<file path="src/hdl/mrb_defs.vh">
// shared constants for the monitor modbus register interface
`ifndef MRB_DEFS_VH
`define MRB_DEFS_VH
`define MRB_REG_ID 16'h0000
`define MRB_REG_OPT 16'h0014
`define MRB_REG_CMD 16'h0015
`define MRB_REG_FLT 16'h001C
`define MRB_REG_STATE 16'h001E
`define MRB_REG_COND 16'h001F
`define MRB_REG_CLEAN 16'h0038
`define MRB_OPT_RESET 16'h0000
`define MRB_OPT_MASK 16'h019F
`define MRB_OPT_LOWFLOW 8
`define MRB_FLT_RESET 5'h00
`define MRB_CMD_START 16'h0001
`define MRB_CMD_RECALC 16'h0002
`define MRB_CMD_A_ON 16'h0003
`define MRB_CMD_A_OFF 16'h0004
`define MRB_CMD_B_ON 16'h0005
`define MRB_CMD_B_OFF 16'h0006
`define MRB_CMD_EXER_ON 16'h0007
`define MRB_CMD_EXER_OFF 16'h0008
`define MRB_CMD_STOP 16'h0009
`define MRB_CMD_ERASE 16'h000A
`define MRB_CMD_SEEK_END 16'h000B
`define MRB_CMD_STEP_BACK 16'h000C
`define MRB_FN_READ 8'h04
`define MRB_FN_WRITE 8'h06
`define MRB_MAX_REGS 16'h007D
`define MRB_CRC_INIT 16'hFFFF
`define MRB_CRC_POLY 16'hA001
`define MRB_REQ_LEN 4'h8
`define MRB_HEAD_READ 3'h3
`define MRB_HEAD_WRITE 3'h6
`define MRB_CLK_NS 10
`define MRB_GAP_NS 1750000
`define MRB_BLINK_NS 250000000
`endif

</file>
<file path="src/hdl/mrb_crc16.v">
// one byte step of the modbus crc-16
`default_nettype none
`include "mrb_defs.vh"
module mrb_crc16 (
  input wire [15:0] crcIn,
  input wire [7:0] dataIn,
  output reg [15:0] crcOut
);
  integer i;
  always @* begin
    crcOut = crcIn ^ {8'h00, dataIn};
    for (i = 0; i < 8; i = i + 1) begin
      if (crcOut[0]) begin
        crcOut = (crcOut >> 1) ^ `MRB_CRC_POLY;
      end else begin
        crcOut = crcOut >> 1;
      end
    end
  end
endmodule // mrb_crc16
`default_nettype wire

</file>
<file path="src/hdl/mrb_fifo.v">
// byte fifo between the response builder and the line transmitter
`default_nettype none
module mrb_fifo #(
  parameter WIDTH = 8,
  parameter DEPTH = 32,
  parameter AW = 5
) (
  input wire sys_clk,
  input wire resetn,
  input wire inValid,
  output wire inReady,
  input wire [WIDTH-1:0] inData,
  output wire outValid,
  input wire outReady,
  output wire [WIDTH-1:0] outData
);
  reg [WIDTH-1:0] mem [0:DEPTH-1];
  reg [AW-1:0] wrPtr_q;
  reg [AW-1:0] rdPtr_q;
  reg [AW:0] count_q;
  wire doPush;
  wire doPop;
  assign inReady = (count_q != DEPTH[AW:0]);
  assign outValid = (count_q != {(AW+1){1'b0}});
  assign outData = mem[rdPtr_q];
  assign doPush = inValid & inReady;
  assign doPop = outValid & outReady;
  always @(posedge sys_clk) begin
    if (doPush) begin
      mem[wrPtr_q] <= inData;
    end
  end
  always @(posedge sys_clk) begin
    if (!resetn) begin
      wrPtr_q <= {AW{1'b0}};
      rdPtr_q <= {AW{1'b0}};
      count_q <= {(AW+1){1'b0}};
    end else begin
      if (doPush) begin
        wrPtr_q <= (wrPtr_q == DEPTH[AW-1:0] - 1'b1) ? {AW{1'b0}} :
          wrPtr_q + 1'b1;
      end
      if (doPop) begin
        rdPtr_q <= (rdPtr_q == DEPTH[AW-1:0] - 1'b1) ? {AW{1'b0}} :
          rdPtr_q + 1'b1;
      end
      if (doPush & ~doPop) begin
        count_q <= count_q + 1'b1;
      end else if (doPop & ~doPush) begin
        count_q <= count_q - 1'b1;
      end
    end
  end
endmodule // mrb_fifo
`default_nettype wire

</file>
<file path="src/hdl/mrb_top.v">
// modbus register interface of the contamination monitor
// Summary of operation
// - option register clears to zero at reset
// - option bits are independent test option controls
// - option bit 8 suppresses low-flow alarms
// - register 21 writes execute, never stored
// - codes 1-6 and 10-12 trigger functions
// - code 9 aborts running test
// - code 7 enters exercise mode, 8 leaves
// - register 30 reads operating state code
// - register 31 bits 0-2 report outcome
// - bit 3 testing, bit 4 test complete
// - bits 5-10 alarms drive relay outputs
// - bit 11 set under modbus control
// - bits 12-14 mirror start and relays
// - register 28 holds five fault flags
// - faults hold until next test end
// - frames are sent as gapless byte runs
// - full read answers with 255-byte frame
// - up to 125 registers, ascending order
// - each register sent high byte first
// - register 0 holds product identifier
// - register 56 holds cleanliness class code
// - 32-bit values: upper half lower register
`default_nettype none
`include "mrb_defs.vh"
module mrb_top #(
  parameter [15:0] ID_CODE = 16'h1234, // arbitrary value
  parameter [31:0] GAP_CYCLES = `MRB_GAP_NS / `MRB_CLK_NS,
  parameter [31:0] BLINK_CYCLES = `MRB_BLINK_NS / `MRB_CLK_NS,
  parameter FIFO_DEPTH = 32,
  parameter FIFO_AW = 5
) (
  input wire sys_clk,
  input wire resetn,
  input wire rxValid,
  input wire [7:0] rxByte,
  input wire txReady,
  output reg txValid_q,
  output reg [7:0] txByte_q,
  input wire [7:0] slaveAddr,
  input wire startLinePin,
  input wire [15:0] stateCode,
  input wire [2:0] resultFlags,
  input wire testDone,
  input wire [5:0] alarmIn,
  input wire [4:0] faultDetect,
  input wire [15:0] cleanCode,
  input wire lowFlowRaw,
  output reg [15:0] optionBits_q,
  output reg startTest_q,
  output reg recomputeOutcome_q,
  output reg abortTest_q,
  output reg recordErase_q,
  output reg recordSeekEnd_q,
  output reg recordStepBack_q,
  output reg testRunning_q,
  output reg exerciseMode_q,
  output reg ledFlash_q,
  output reg relayAState_q,
  output reg relayBState_q,
  output reg lowFlowAlarm_q
);
  localparam [3:0] ST_IDLE = 4'b0001;
  localparam [3:0] ST_HEAD = 4'b0010;
  localparam [3:0] ST_DATA = 4'b0100;
  localparam [3:0] ST_CRC = 4'b1000;

  reg startSync1_q;
  reg startLineState_q;
  reg [31:0] gapCnt_q;
  reg [3:0] rxCnt_q;
  reg [15:0] rxCrc_q;
  reg [55:0] rxBuf_q;
  reg reqValid_q;
  reg [7:0] reqFn_q;
  reg [15:0] reqReg_q;
  reg [15:0] reqVal_q;
  reg [3:0] state_q;
  reg [2:0] headIdx_q;
  reg [2:0] headLen_q;
  reg [7:0] regsLeft_q;
  reg [15:0] regIdx_q;
  reg hiSel_q;
  reg crcSel_q;
  reg [15:0] txCrc_q;
  reg [15:0] respReg_q;
  reg [15:0] respVal_q;
  reg [7:0] respFn_q;
  reg [4:0] faults_q;
  reg testComplete_q;
  reg remote_q;
  reg forceA_q;
  reg forceAVal_q;
  reg forceB_q;
  reg forceBVal_q;
  reg [31:0] blinkCnt_q;
  reg [15:0] readData;
  reg [7:0] pushByte;
  wire gapExpired;
  wire newFrame;
  wire [15:0] rxCrcIn;
  wire [15:0] rxCrcNext;
  wire [15:0] txCrcNext;
  wire [63:0] frame;
  wire fifoInValid;
  wire fifoInReady;
  wire fifoOutValid;
  wire fifoOutReady;
  wire [7:0] fifoOutData;
  wire push;
  wire [15:0] condFlags;
  wire writeReq;
  wire cmdReq;

  // start line is a pin: two flops before use
  always @(posedge sys_clk) begin
    if (!resetn) begin
      startSync1_q <= 1'b0;
      startLineState_q <= 1'b0;
    end else begin
      startSync1_q <= startLinePin;
      startLineState_q <= startSync1_q;
    end
  end

  // silence on the line ends a partial frame
  assign gapExpired = (gapCnt_q >= GAP_CYCLES);
  assign newFrame = gapExpired | (rxCnt_q == `MRB_REQ_LEN);
  assign rxCrcIn = newFrame ? `MRB_CRC_INIT : rxCrc_q;
  assign frame = {rxBuf_q, rxByte};

  mrb_crc16 rxCrcStep (
    .crcIn(rxCrcIn),
    .dataIn(rxByte),
    .crcOut(rxCrcNext)
  );

  always @(posedge sys_clk) begin
    if (!resetn) begin
      gapCnt_q <= GAP_CYCLES;
      rxCnt_q <= 4'h0;
      rxCrc_q <= `MRB_CRC_INIT;
      rxBuf_q <= 56'h0;
      reqValid_q <= 1'b0;
      reqFn_q <= 8'h00;
      reqReg_q <= 16'h0000;
      reqVal_q <= 16'h0000;
    end else begin
      reqValid_q <= 1'b0;
      if (rxValid) begin
        gapCnt_q <= 32'h0;
        rxCrc_q <= rxCrcNext;
        rxBuf_q <= frame[55:0];
        rxCnt_q <= newFrame ? 4'h1 : rxCnt_q + 4'h1;
        // residue zero means the crc closes
        if (!newFrame && rxCnt_q == `MRB_REQ_LEN - 4'h1 &&
            rxCrcNext == 16'h0000 && frame[63:56] == slaveAddr) begin
          reqValid_q <= 1'b1;
          reqFn_q <= frame[55:48];
          reqReg_q <= frame[47:32];
          reqVal_q <= frame[31:16];
        end
      end else if (!gapExpired) begin
        gapCnt_q <= gapCnt_q + 32'h1;
      end
    end
  end

  assign condFlags = {1'b0, relayBState_q, relayAState_q,
    startLineState_q, remote_q,
    alarmIn,
    testComplete_q, testRunning_q,
    resultFlags};

  // register read map; unmapped registers read zero
  always @* begin
    case (regIdx_q)
      `MRB_REG_ID: readData = ID_CODE;
      `MRB_REG_OPT: readData = optionBits_q;
      `MRB_REG_FLT: readData = {11'h000, faults_q};
      `MRB_REG_STATE: readData = stateCode;
      `MRB_REG_COND: readData = condFlags;
      `MRB_REG_CLEAN: readData = cleanCode;
      default: readData = 16'h0000;
    endcase
  end

  // response byte for the current builder position
  always @* begin
    pushByte = 8'h00;
    case (state_q)
      ST_HEAD: begin
        case (headIdx_q)
          3'h0: pushByte = slaveAddr;
          3'h1: pushByte = respFn_q;
          3'h2: pushByte = (respFn_q == `MRB_FN_READ) ?
            {regsLeft_q[6:0], 1'b0} : respReg_q[15:8];
          3'h3: pushByte = respReg_q[7:0];
          3'h4: pushByte = respVal_q[15:8];
          default: pushByte = respVal_q[7:0];
        endcase
      end
      ST_DATA: pushByte = hiSel_q ? readData[15:8] :
        readData[7:0];
      ST_CRC: pushByte = crcSel_q ? txCrc_q[15:8] : txCrc_q[7:0];
      default: pushByte = 8'h00;
    endcase
  end

  mrb_crc16 txCrcStep (
    .crcIn(txCrc_q),
    .dataIn(pushByte),
    .crcOut(txCrcNext)
  );

  assign fifoInValid = (state_q != ST_IDLE);
  assign push = fifoInValid & fifoInReady;
  assign writeReq = reqValid_q & (state_q == ST_IDLE) &
    (reqFn_q == `MRB_FN_WRITE);
  assign cmdReq = writeReq & (reqReg_q == `MRB_REG_CMD);

  // response builder; the fifo absorbs line back-pressure
  always @(posedge sys_clk) begin
    if (!resetn) begin
      state_q <= ST_IDLE;
      headIdx_q <= 3'h0;
      headLen_q <= `MRB_HEAD_READ;
      regsLeft_q <= 8'h00;
      regIdx_q <= 16'h0000;
      hiSel_q <= 1'b1;
      crcSel_q <= 1'b0;
      txCrc_q <= `MRB_CRC_INIT;
      respFn_q <= 8'h00;
      respReg_q <= 16'h0000;
      respVal_q <= 16'h0000;
    end else begin
      case (state_q)
        ST_IDLE: begin
          headIdx_q <= 3'h0;
          hiSel_q <= 1'b1;
          crcSel_q <= 1'b0;
          txCrc_q <= `MRB_CRC_INIT;
          respFn_q <= reqFn_q;
          respReg_q <= reqReg_q;
          respVal_q <= reqVal_q;
          regIdx_q <= reqReg_q;
          regsLeft_q <= reqVal_q[7:0];
          if (reqValid_q && reqFn_q == `MRB_FN_READ &&
              reqVal_q != 16'h0000 && reqVal_q <= `MRB_MAX_REGS) begin
            headLen_q <= `MRB_HEAD_READ;
            state_q <= ST_HEAD;
          end else if (writeReq) begin
            headLen_q <= `MRB_HEAD_WRITE;
            regsLeft_q <= 8'h00;
            state_q <= ST_HEAD;
          end
        end
        ST_HEAD: begin
          if (push) begin
            txCrc_q <= txCrcNext;
            headIdx_q <= headIdx_q + 3'h1;
            if (headIdx_q == headLen_q - 3'h1) begin
              state_q <= (regsLeft_q != 8'h00) ? ST_DATA : ST_CRC;
            end
          end
        end
        ST_DATA: begin
          if (push) begin
            txCrc_q <= txCrcNext;
            hiSel_q <= ~hiSel_q;
            if (!hiSel_q) begin
              regIdx_q <= regIdx_q + 16'h0001;
              regsLeft_q <= regsLeft_q - 8'h01;
              if (regsLeft_q == 8'h01) begin
                state_q <= ST_CRC;
              end
            end
          end
        end
        ST_CRC: begin
          if (push) begin
            crcSel_q <= ~crcSel_q;
            if (crcSel_q) begin
              state_q <= ST_IDLE;
            end
          end
        end
        default: state_q <= ST_IDLE;
      endcase
    end
  end

  mrb_fifo #(
    .WIDTH(8),
    .DEPTH(FIFO_DEPTH),
    .AW(FIFO_AW)
  ) txFifo (
    .sys_clk(sys_clk),
    .resetn(resetn),
    .inValid(fifoInValid),
    .inReady(fifoInReady),
    .inData(pushByte),
    .outValid(fifoOutValid),
    .outReady(fifoOutReady),
    .outData(fifoOutData)
  );

  assign fifoOutReady = ~txValid_q | txReady;

  always @(posedge sys_clk) begin
    if (!resetn) begin
      txValid_q <= 1'b0;
      txByte_q <= 8'h00;
    end else if (fifoOutReady) begin
      txValid_q <= fifoOutValid;
      if (fifoOutValid) begin
        txByte_q <= fifoOutData;
      end
    end
  end

  // register writes and action codes
  always @(posedge sys_clk) begin
    if (!resetn) begin
      optionBits_q <= `MRB_OPT_RESET;
      startTest_q <= 1'b0;
      recomputeOutcome_q <= 1'b0;
      abortTest_q <= 1'b0;
      recordErase_q <= 1'b0;
      recordSeekEnd_q <= 1'b0;
      recordStepBack_q <= 1'b0;
      exerciseMode_q <= 1'b0;
      forceA_q <= 1'b0;
      forceAVal_q <= 1'b0;
      forceB_q <= 1'b0;
      forceBVal_q <= 1'b0;
      remote_q <= 1'b0;
    end else begin
      startTest_q <= 1'b0;
      recomputeOutcome_q <= 1'b0;
      abortTest_q <= 1'b0;
      recordErase_q <= 1'b0;
      recordSeekEnd_q <= 1'b0;
      recordStepBack_q <= 1'b0;
      if (reqValid_q) begin
        remote_q <= 1'b1;
      end
      if (writeReq && reqReg_q == `MRB_REG_OPT) begin
        optionBits_q <= reqVal_q & `MRB_OPT_MASK;
      end
      if (cmdReq) begin
        case (reqVal_q)
          `MRB_CMD_START: startTest_q <= 1'b1;
          `MRB_CMD_RECALC: recomputeOutcome_q <= 1'b1;
          `MRB_CMD_A_ON: begin
            forceA_q <= 1'b1;
            forceAVal_q <= 1'b1;
          end
          `MRB_CMD_A_OFF: begin
            forceA_q <= 1'b1;
            forceAVal_q <= 1'b0;
          end
          `MRB_CMD_B_ON: begin
            forceB_q <= 1'b1;
            forceBVal_q <= 1'b1;
          end
          `MRB_CMD_B_OFF: begin
            forceB_q <= 1'b1;
            forceBVal_q <= 1'b0;
          end
          `MRB_CMD_EXER_ON: exerciseMode_q <= 1'b1;
          `MRB_CMD_EXER_OFF: exerciseMode_q <= 1'b0;
          `MRB_CMD_STOP: abortTest_q <= 1'b1;
          `MRB_CMD_ERASE: recordErase_q <= 1'b1;
          `MRB_CMD_SEEK_END: recordSeekEnd_q <= 1'b1;
          `MRB_CMD_STEP_BACK: recordStepBack_q <= 1'b1;
          default: remote_q <= 1'b1;
        endcase
      end
    end
  end

  // test progress, faults, relays and exercise blink
  always @(posedge sys_clk) begin
    if (!resetn) begin
      testRunning_q <= 1'b0;
      testComplete_q <= 1'b0;
      faults_q <= `MRB_FLT_RESET;
      blinkCnt_q <= 32'h0;
      ledFlash_q <= 1'b0;
      relayAState_q <= 1'b0;
      relayBState_q <= 1'b0;
      lowFlowAlarm_q <= 1'b0;
    end else begin
      if (startTest_q) begin
        testRunning_q <= 1'b1;
        testComplete_q <= 1'b0;
      end else if (abortTest_q) begin
        testRunning_q <= 1'b0;
      end else if (testDone && testRunning_q) begin
        testRunning_q <= 1'b0;
        testComplete_q <= 1'b1;
      end
      // a fault seen in the closing cycle still sets
      if (testDone) begin
        faults_q <= faultDetect;
      end else begin
        faults_q <= faults_q | faultDetect;
      end
      lowFlowAlarm_q <= lowFlowRaw &
        ~optionBits_q[`MRB_OPT_LOWFLOW];
      if (!exerciseMode_q) begin
        blinkCnt_q <= 32'h0;
        ledFlash_q <= 1'b0;
      end else if (blinkCnt_q >= BLINK_CYCLES - 32'h1) begin
        blinkCnt_q <= 32'h0;
        ledFlash_q <= ~ledFlash_q;
      end else begin
        blinkCnt_q <= blinkCnt_q + 32'h1;
      end
      if (exerciseMode_q) begin
        relayAState_q <= ledFlash_q;
        relayBState_q <= ~ledFlash_q;
      end else begin
        relayAState_q <= forceA_q ? forceAVal_q :
          |alarmIn[2:0];
        relayBState_q <= forceB_q ? forceBVal_q : |alarmIn[5:3];
      end
    end
  end
endmodule // mrb_top
`default_nettype wire

</file>
<file path="config.mk">
export PLATFORM = sky130hd
export DESIGN_NAME = mrb_top
export DESIGN_NICKNAME = d
export VERILOG_FILES = /design/src/hdl/mrb_crc16.v /design/src/hdl/mrb_fifo.v /design/src/hdl/mrb_top.v
export VERILOG_INCLUDE_DIRS = /design/src /design/src/hdl
export SDC_FILE = /design/constraint.sdc
export NUM_CORES = 1
export LEC_CHECK = 0
export BUFFER_PORTS_ARGS = -buffer_cell sky130_fd_sc_hd__buf_2
export CORE_AREA = 2 2 271 273
export DETAILED_ROUTE_END_ITERATION = 8
export DIE_AREA = 0 0 273 275
export PLACE_DENSITY_LB_ADDON = 0.12
export SETUP_SLACK_MARGIN = 0.4
export SLEW_MARGIN = 20
export SYNTH_ARGS = -nofsm -noshare
export SYNTH_HDL_FRONTEND = slang
export SYNTH_SLANG_ARGS = --single-unit
</file>
<file path="constraint.sdc">
create_clock -name sys_clk -period 4 [get_ports sys_clk]
set_input_delay 0.2 -clock sys_clk [delete_from_list [all_inputs] [get_ports sys_clk]]
set_output_delay 0.2 -clock sys_clk [all_outputs]
set_load 0.1 [all_outputs]
</file>
==> run summary <==
The initial antenna violation count is 0. For this design the top-level I/O count stands at 106. The share of flip-flops with an asynchronous set or reset is 0%, and the chip width is 273 um. The number of hold violations in the final report is 0, and the final total negative setup slack is 0 ns. The post-route netlist has 18.3% of its cells at a drive strength greater than 1. STA classifies the critical path startpoint as a flop.

OpenSTA, run right after detailed placement, puts the worst setup slack at 0.212 ns. The clock latency reported for the late side of the worst-skew pair is 0.61 ns. The tools report the launch point of the critical path as regIdx_q[13].

Class of the most critical setup path: flop to flop. In this run switching power makes up 30.7% of total power. At the worst endpoint, the arrival time is 4.15 ns. In the synthesized netlist the dominant register cell turns out to be sky130_fd_sc_hd__dfxtp_1.

The area of the mapped netlist was 25100 um2; the total number of clock tree sinks was 585. The critical path goes through or4_4 -> o41ai_4 -> a21oi_2 -> a211oi_2 -> a211o_2 -> xor2_2 -> xnor3_1 -> xnor3_2 -> xor2_2 -> nor4b_4 -> nor3_2. The capturing element type of the critical path was a flop. Dividing total power by cell area gives a power density of 562 nW/um2. The number of max-slew violations in the final report is 0, and the antenna cell count is 0.

The clock-pin slew reported for the worst setup and hold paths after clock tree synthesis was 0.06 ns; the final global-route overflow total was 0. The average instance in the mapped netlist occupies 11.5 um2. The path class of the tightest hold or removal check is primary input to flop. The wire-length estimate of the detail-placed layout is 45500 um. The maximum fanout encountered on the critical timing path came out at 8. The final design area excluding fillers is 29700 um2. The cell that appears most often on the critical path is sky130_fd_sc_hd__xor2_2. For this block, the initial DRC count from the detailed router was 1345.

The worst register-to-register path has a depth of 11. Across the routed clock network, the largest skew measured is 0.0281 ns. The multi-input combinational cells in the finished layout cover a total of 10500 um2. TritonCTS built the clock tree. The first detailed-routing pass ran for 7 iterations.

Across all hold checks on the routed design, the worst slack comes to 0.0623 ns. The overall power consumption is 16700 uW, and the deepest level of the CTS H-tree is 3. In this run the remaining antenna-violating nets after routing total 0. For this design the total switching power over the nets is 5120 uW.

The run gives 32.3% as the relative slew slack. Yosys printed 0 warnings. The area inside the core boundary was 72300 um2; the placed instance area was 26800 um2.

The startpoint of the lowest-slack register-to-register path is regIdx_q[13]. The flow ran to the end, and the final reports show no timing, DRC or antenna violations. The final routed wire length divided by cell count came out at 20.7 um. In the finished design, the share of the clock period the worst path needs comes to 91.5%. Setup violations remaining at the end of the flow were counted as 0. In this design, the stage delay of the slowest critical-path cell is 0.65 ns.

The number of flops mapped to enable cells by yosys is 256. Once the floorplan was initialized, standard cells occupied 34.7% of the core. The initialized floorplan defines 99 standard-cell rows. The via count of the first global-routing pass is 17.0k, and the area growth from synthesis to final layout is 18.2%.

Number of unique standard cell types used by synthesis: 82. The filler cells instantiated in the layout total 6920. Synthesis produced a netlist whose cell count is 2191. Global placement routability congestion: 0.895. For the pin with the worst max-slew slack, the measured transition is 1.01 ns. Max-cap violations in this run came to 0. STA puts the critical path data required time at 4.49 ns.

In the final layout, flip-flops and latches occupy 14300 um2. Number of input and output port buffers inserted: 96. Leaving out fill and tap cells, the most frequent cell in the layout is sky130_fd_sc_hd__nor2_1.

In the global route stage, overall resource usage came out at 18.3%. In this run, synthesis produced a sequential element count of 585. The first global-routing pass estimated 105000 um of wire. The run gives 0.394 mV as the worst voltage drop across the vdd grid. The critical-path cell with the highest stage delay was sky130_fd_sc_hd__or4_4. The tools report the root buffer cell as sky130_fd_sc_hd__clkbuf_16. Of the total power, combinational logic draws 22.1%. Final worst-path setup slack: 0.342 ns.

In this run, CTS created clock tree buffers numbering 68. The routed design has 69300 um of wire. For the reported leakage power, the log shows 0.0104 uW. The worst hold path begins at txReady. The clock tree buffer depth was 3; the number of nets at the end of the flow was 2430.

The worst hold path passes through 3 cells. The vertical die dimension works out to 275 um. The area enclosed by the die boundary was 75100 um2; the register share of total power was 40.4%. The share of total power dissipated in the clock network is 37.5%. For the internal power, the log shows 11600 uW.

Setup repair after global routing could not meet its margin everywhere. The tools report the fraction of the yosys area taken by sequential cells as 56.9%. The ratio of routed vias to standard cells works out to 5.21. The minimum clock period after layout came out at 3.66 ns. In the layout the commonest cells are sky130_fd_sc_hd__nor2_1, sky130_fd_sc_hd__dfxtp_1, sky130_fd_sc_hd__edfxtp_1. The maximum clock frequency is 0.273 GHz. For the maximum number of pins on one net before global-route repair, the log shows 123. The tools report the number of remaining DRC errors as 0. Summing over every cut layer, the via total after detailed routing is 17.4k.
stage by stage:
step | std cells | util (%)
after floorplan | 2206 | -
after global placement | 3174 | 37.0
after detailed placement | 3174 | 37.0
after CTS | 3326 | 40.6
after global routing | 3346 | 41.0
final | 3346 | 41.0
state kept, by name, summed over array words and instances, names as in the netlist, 32 cells and up:
signal	count
blinkCnt_q	32
gapCnt_q	32
rxBuf_q	56
txFifo.mem	256
what timing repair did:
action / 4_1_cts / 5_1_grt
hold endpoints to repair: 17 / 0
endpoints found under the setup margin: 2 / 14
gates resized for setup: 10 / 28
gates cloned: 1 / 1
pin swaps: 10 / 20
buffers inserted: 6 / 19
hold buffers: 20 / 0
synth_stat cells, drive strengths merged (4+ instances only):
master,count,area [um2]
a211o,4,35.0
a211oi,17,128
a21o,4,30.0
a21oi,126,631
a221oi,9,78.8
a222oi,6,60.1
a22oi,19,143
a31oi,18,113
and2,21,131
and3,23,144
and4,4,35.0
buf,30,165
clkbuf,102,383
dfxtp,329,6590
edfxtp,256,7690
ha,28,350
inv,34,128
mux2,13,146
mux2i,130,1300
mux4,80,1800
nand2,194,728
nand2b,6,37.5
nand3,43,215
nand3b,8,60.1
nand4,16,100
nor2,326,1220
nor2b,8,50.1
nor3,39,200
nor4,24,199
nor4b,8,91.3
o211ai,9,81.3
o21a,4,30.0
o21ai,72,364
or3,8,50.1
or4,7,63.8
or4b,6,60.1
xnor2,57,499
xor2,51,469
cell families (layout without fill, tap and decap cells):
kind of cell,after synthesis,in the layout,synth area share (%)
AND/OR/NAND/NOR,752,754,13.9
flip-flops,585,585,56.9
AO/OA/AOI/OAI,322,322,7.96
multiplexers,223,223,12.9
buffers and inverters,168,347,2.72
XOR/XNOR,111,111,4.13
adder cells (fa/ha/maj),29,29,1.48
other,1,16,0.0149
layer usage:
| layer | wire, um | GRT usage [%] | vias up |
|---|---|---|---|
| met3 | 3000 | 2.74 | 121 |
| li1 | - | - | 8212 |
| met2 | 32300 | 29.5 | 408 |
| met5 | 0 | 0 | - |
| met4 | 1850 | 5.57 | 0 |
| met1 | 32100 | 25.4 | 8688 |
critical path: cells and delay by family, from the launching register on:
family | cells | cell delay (ns)
AND/OR/NAND/NOR | 3 | 0.94
XOR/XNOR | 4 | 1.17
AO/OA/AOI/OAI | 4 | 1.04
flip-flops | 1 | 0.38
power by group through the flow:
stage / clock, uW / sequential (uW) / combinational [uW]
final: 6260 / 6740 / 3680
after global routing: 6660 / 6780 / 4000
after CTS: 6430 / 6750 / 3700
after detailed placement: 0 / 6870 / 3660
after global placement: 0 / 6870 / 3630
after floorplan: 0 / 6980 / 2460
path summary, 6_finish.rpt:
path,endpoint,slack (ns)
worst max-delay path,txCrc_q[0],0.34
worst min-delay path,txValid_q,0.06
worst max register to register,txCrc_q[0],0.34
worst min register to register,startLineState_q,0.44
final cells by class:
type,instances,share of cell area (%)
Multi-Input combinational cell,1455,35.4
Sequential cell,585,48.2
Tap cell,959,4.04
Clock inverter,31,1.15
Timing Repair Buffer,186,4.30
Clock buffer,94,6.47
Inverter,36,0.489
Note: power is estimated with default switching activity, not from simulation.
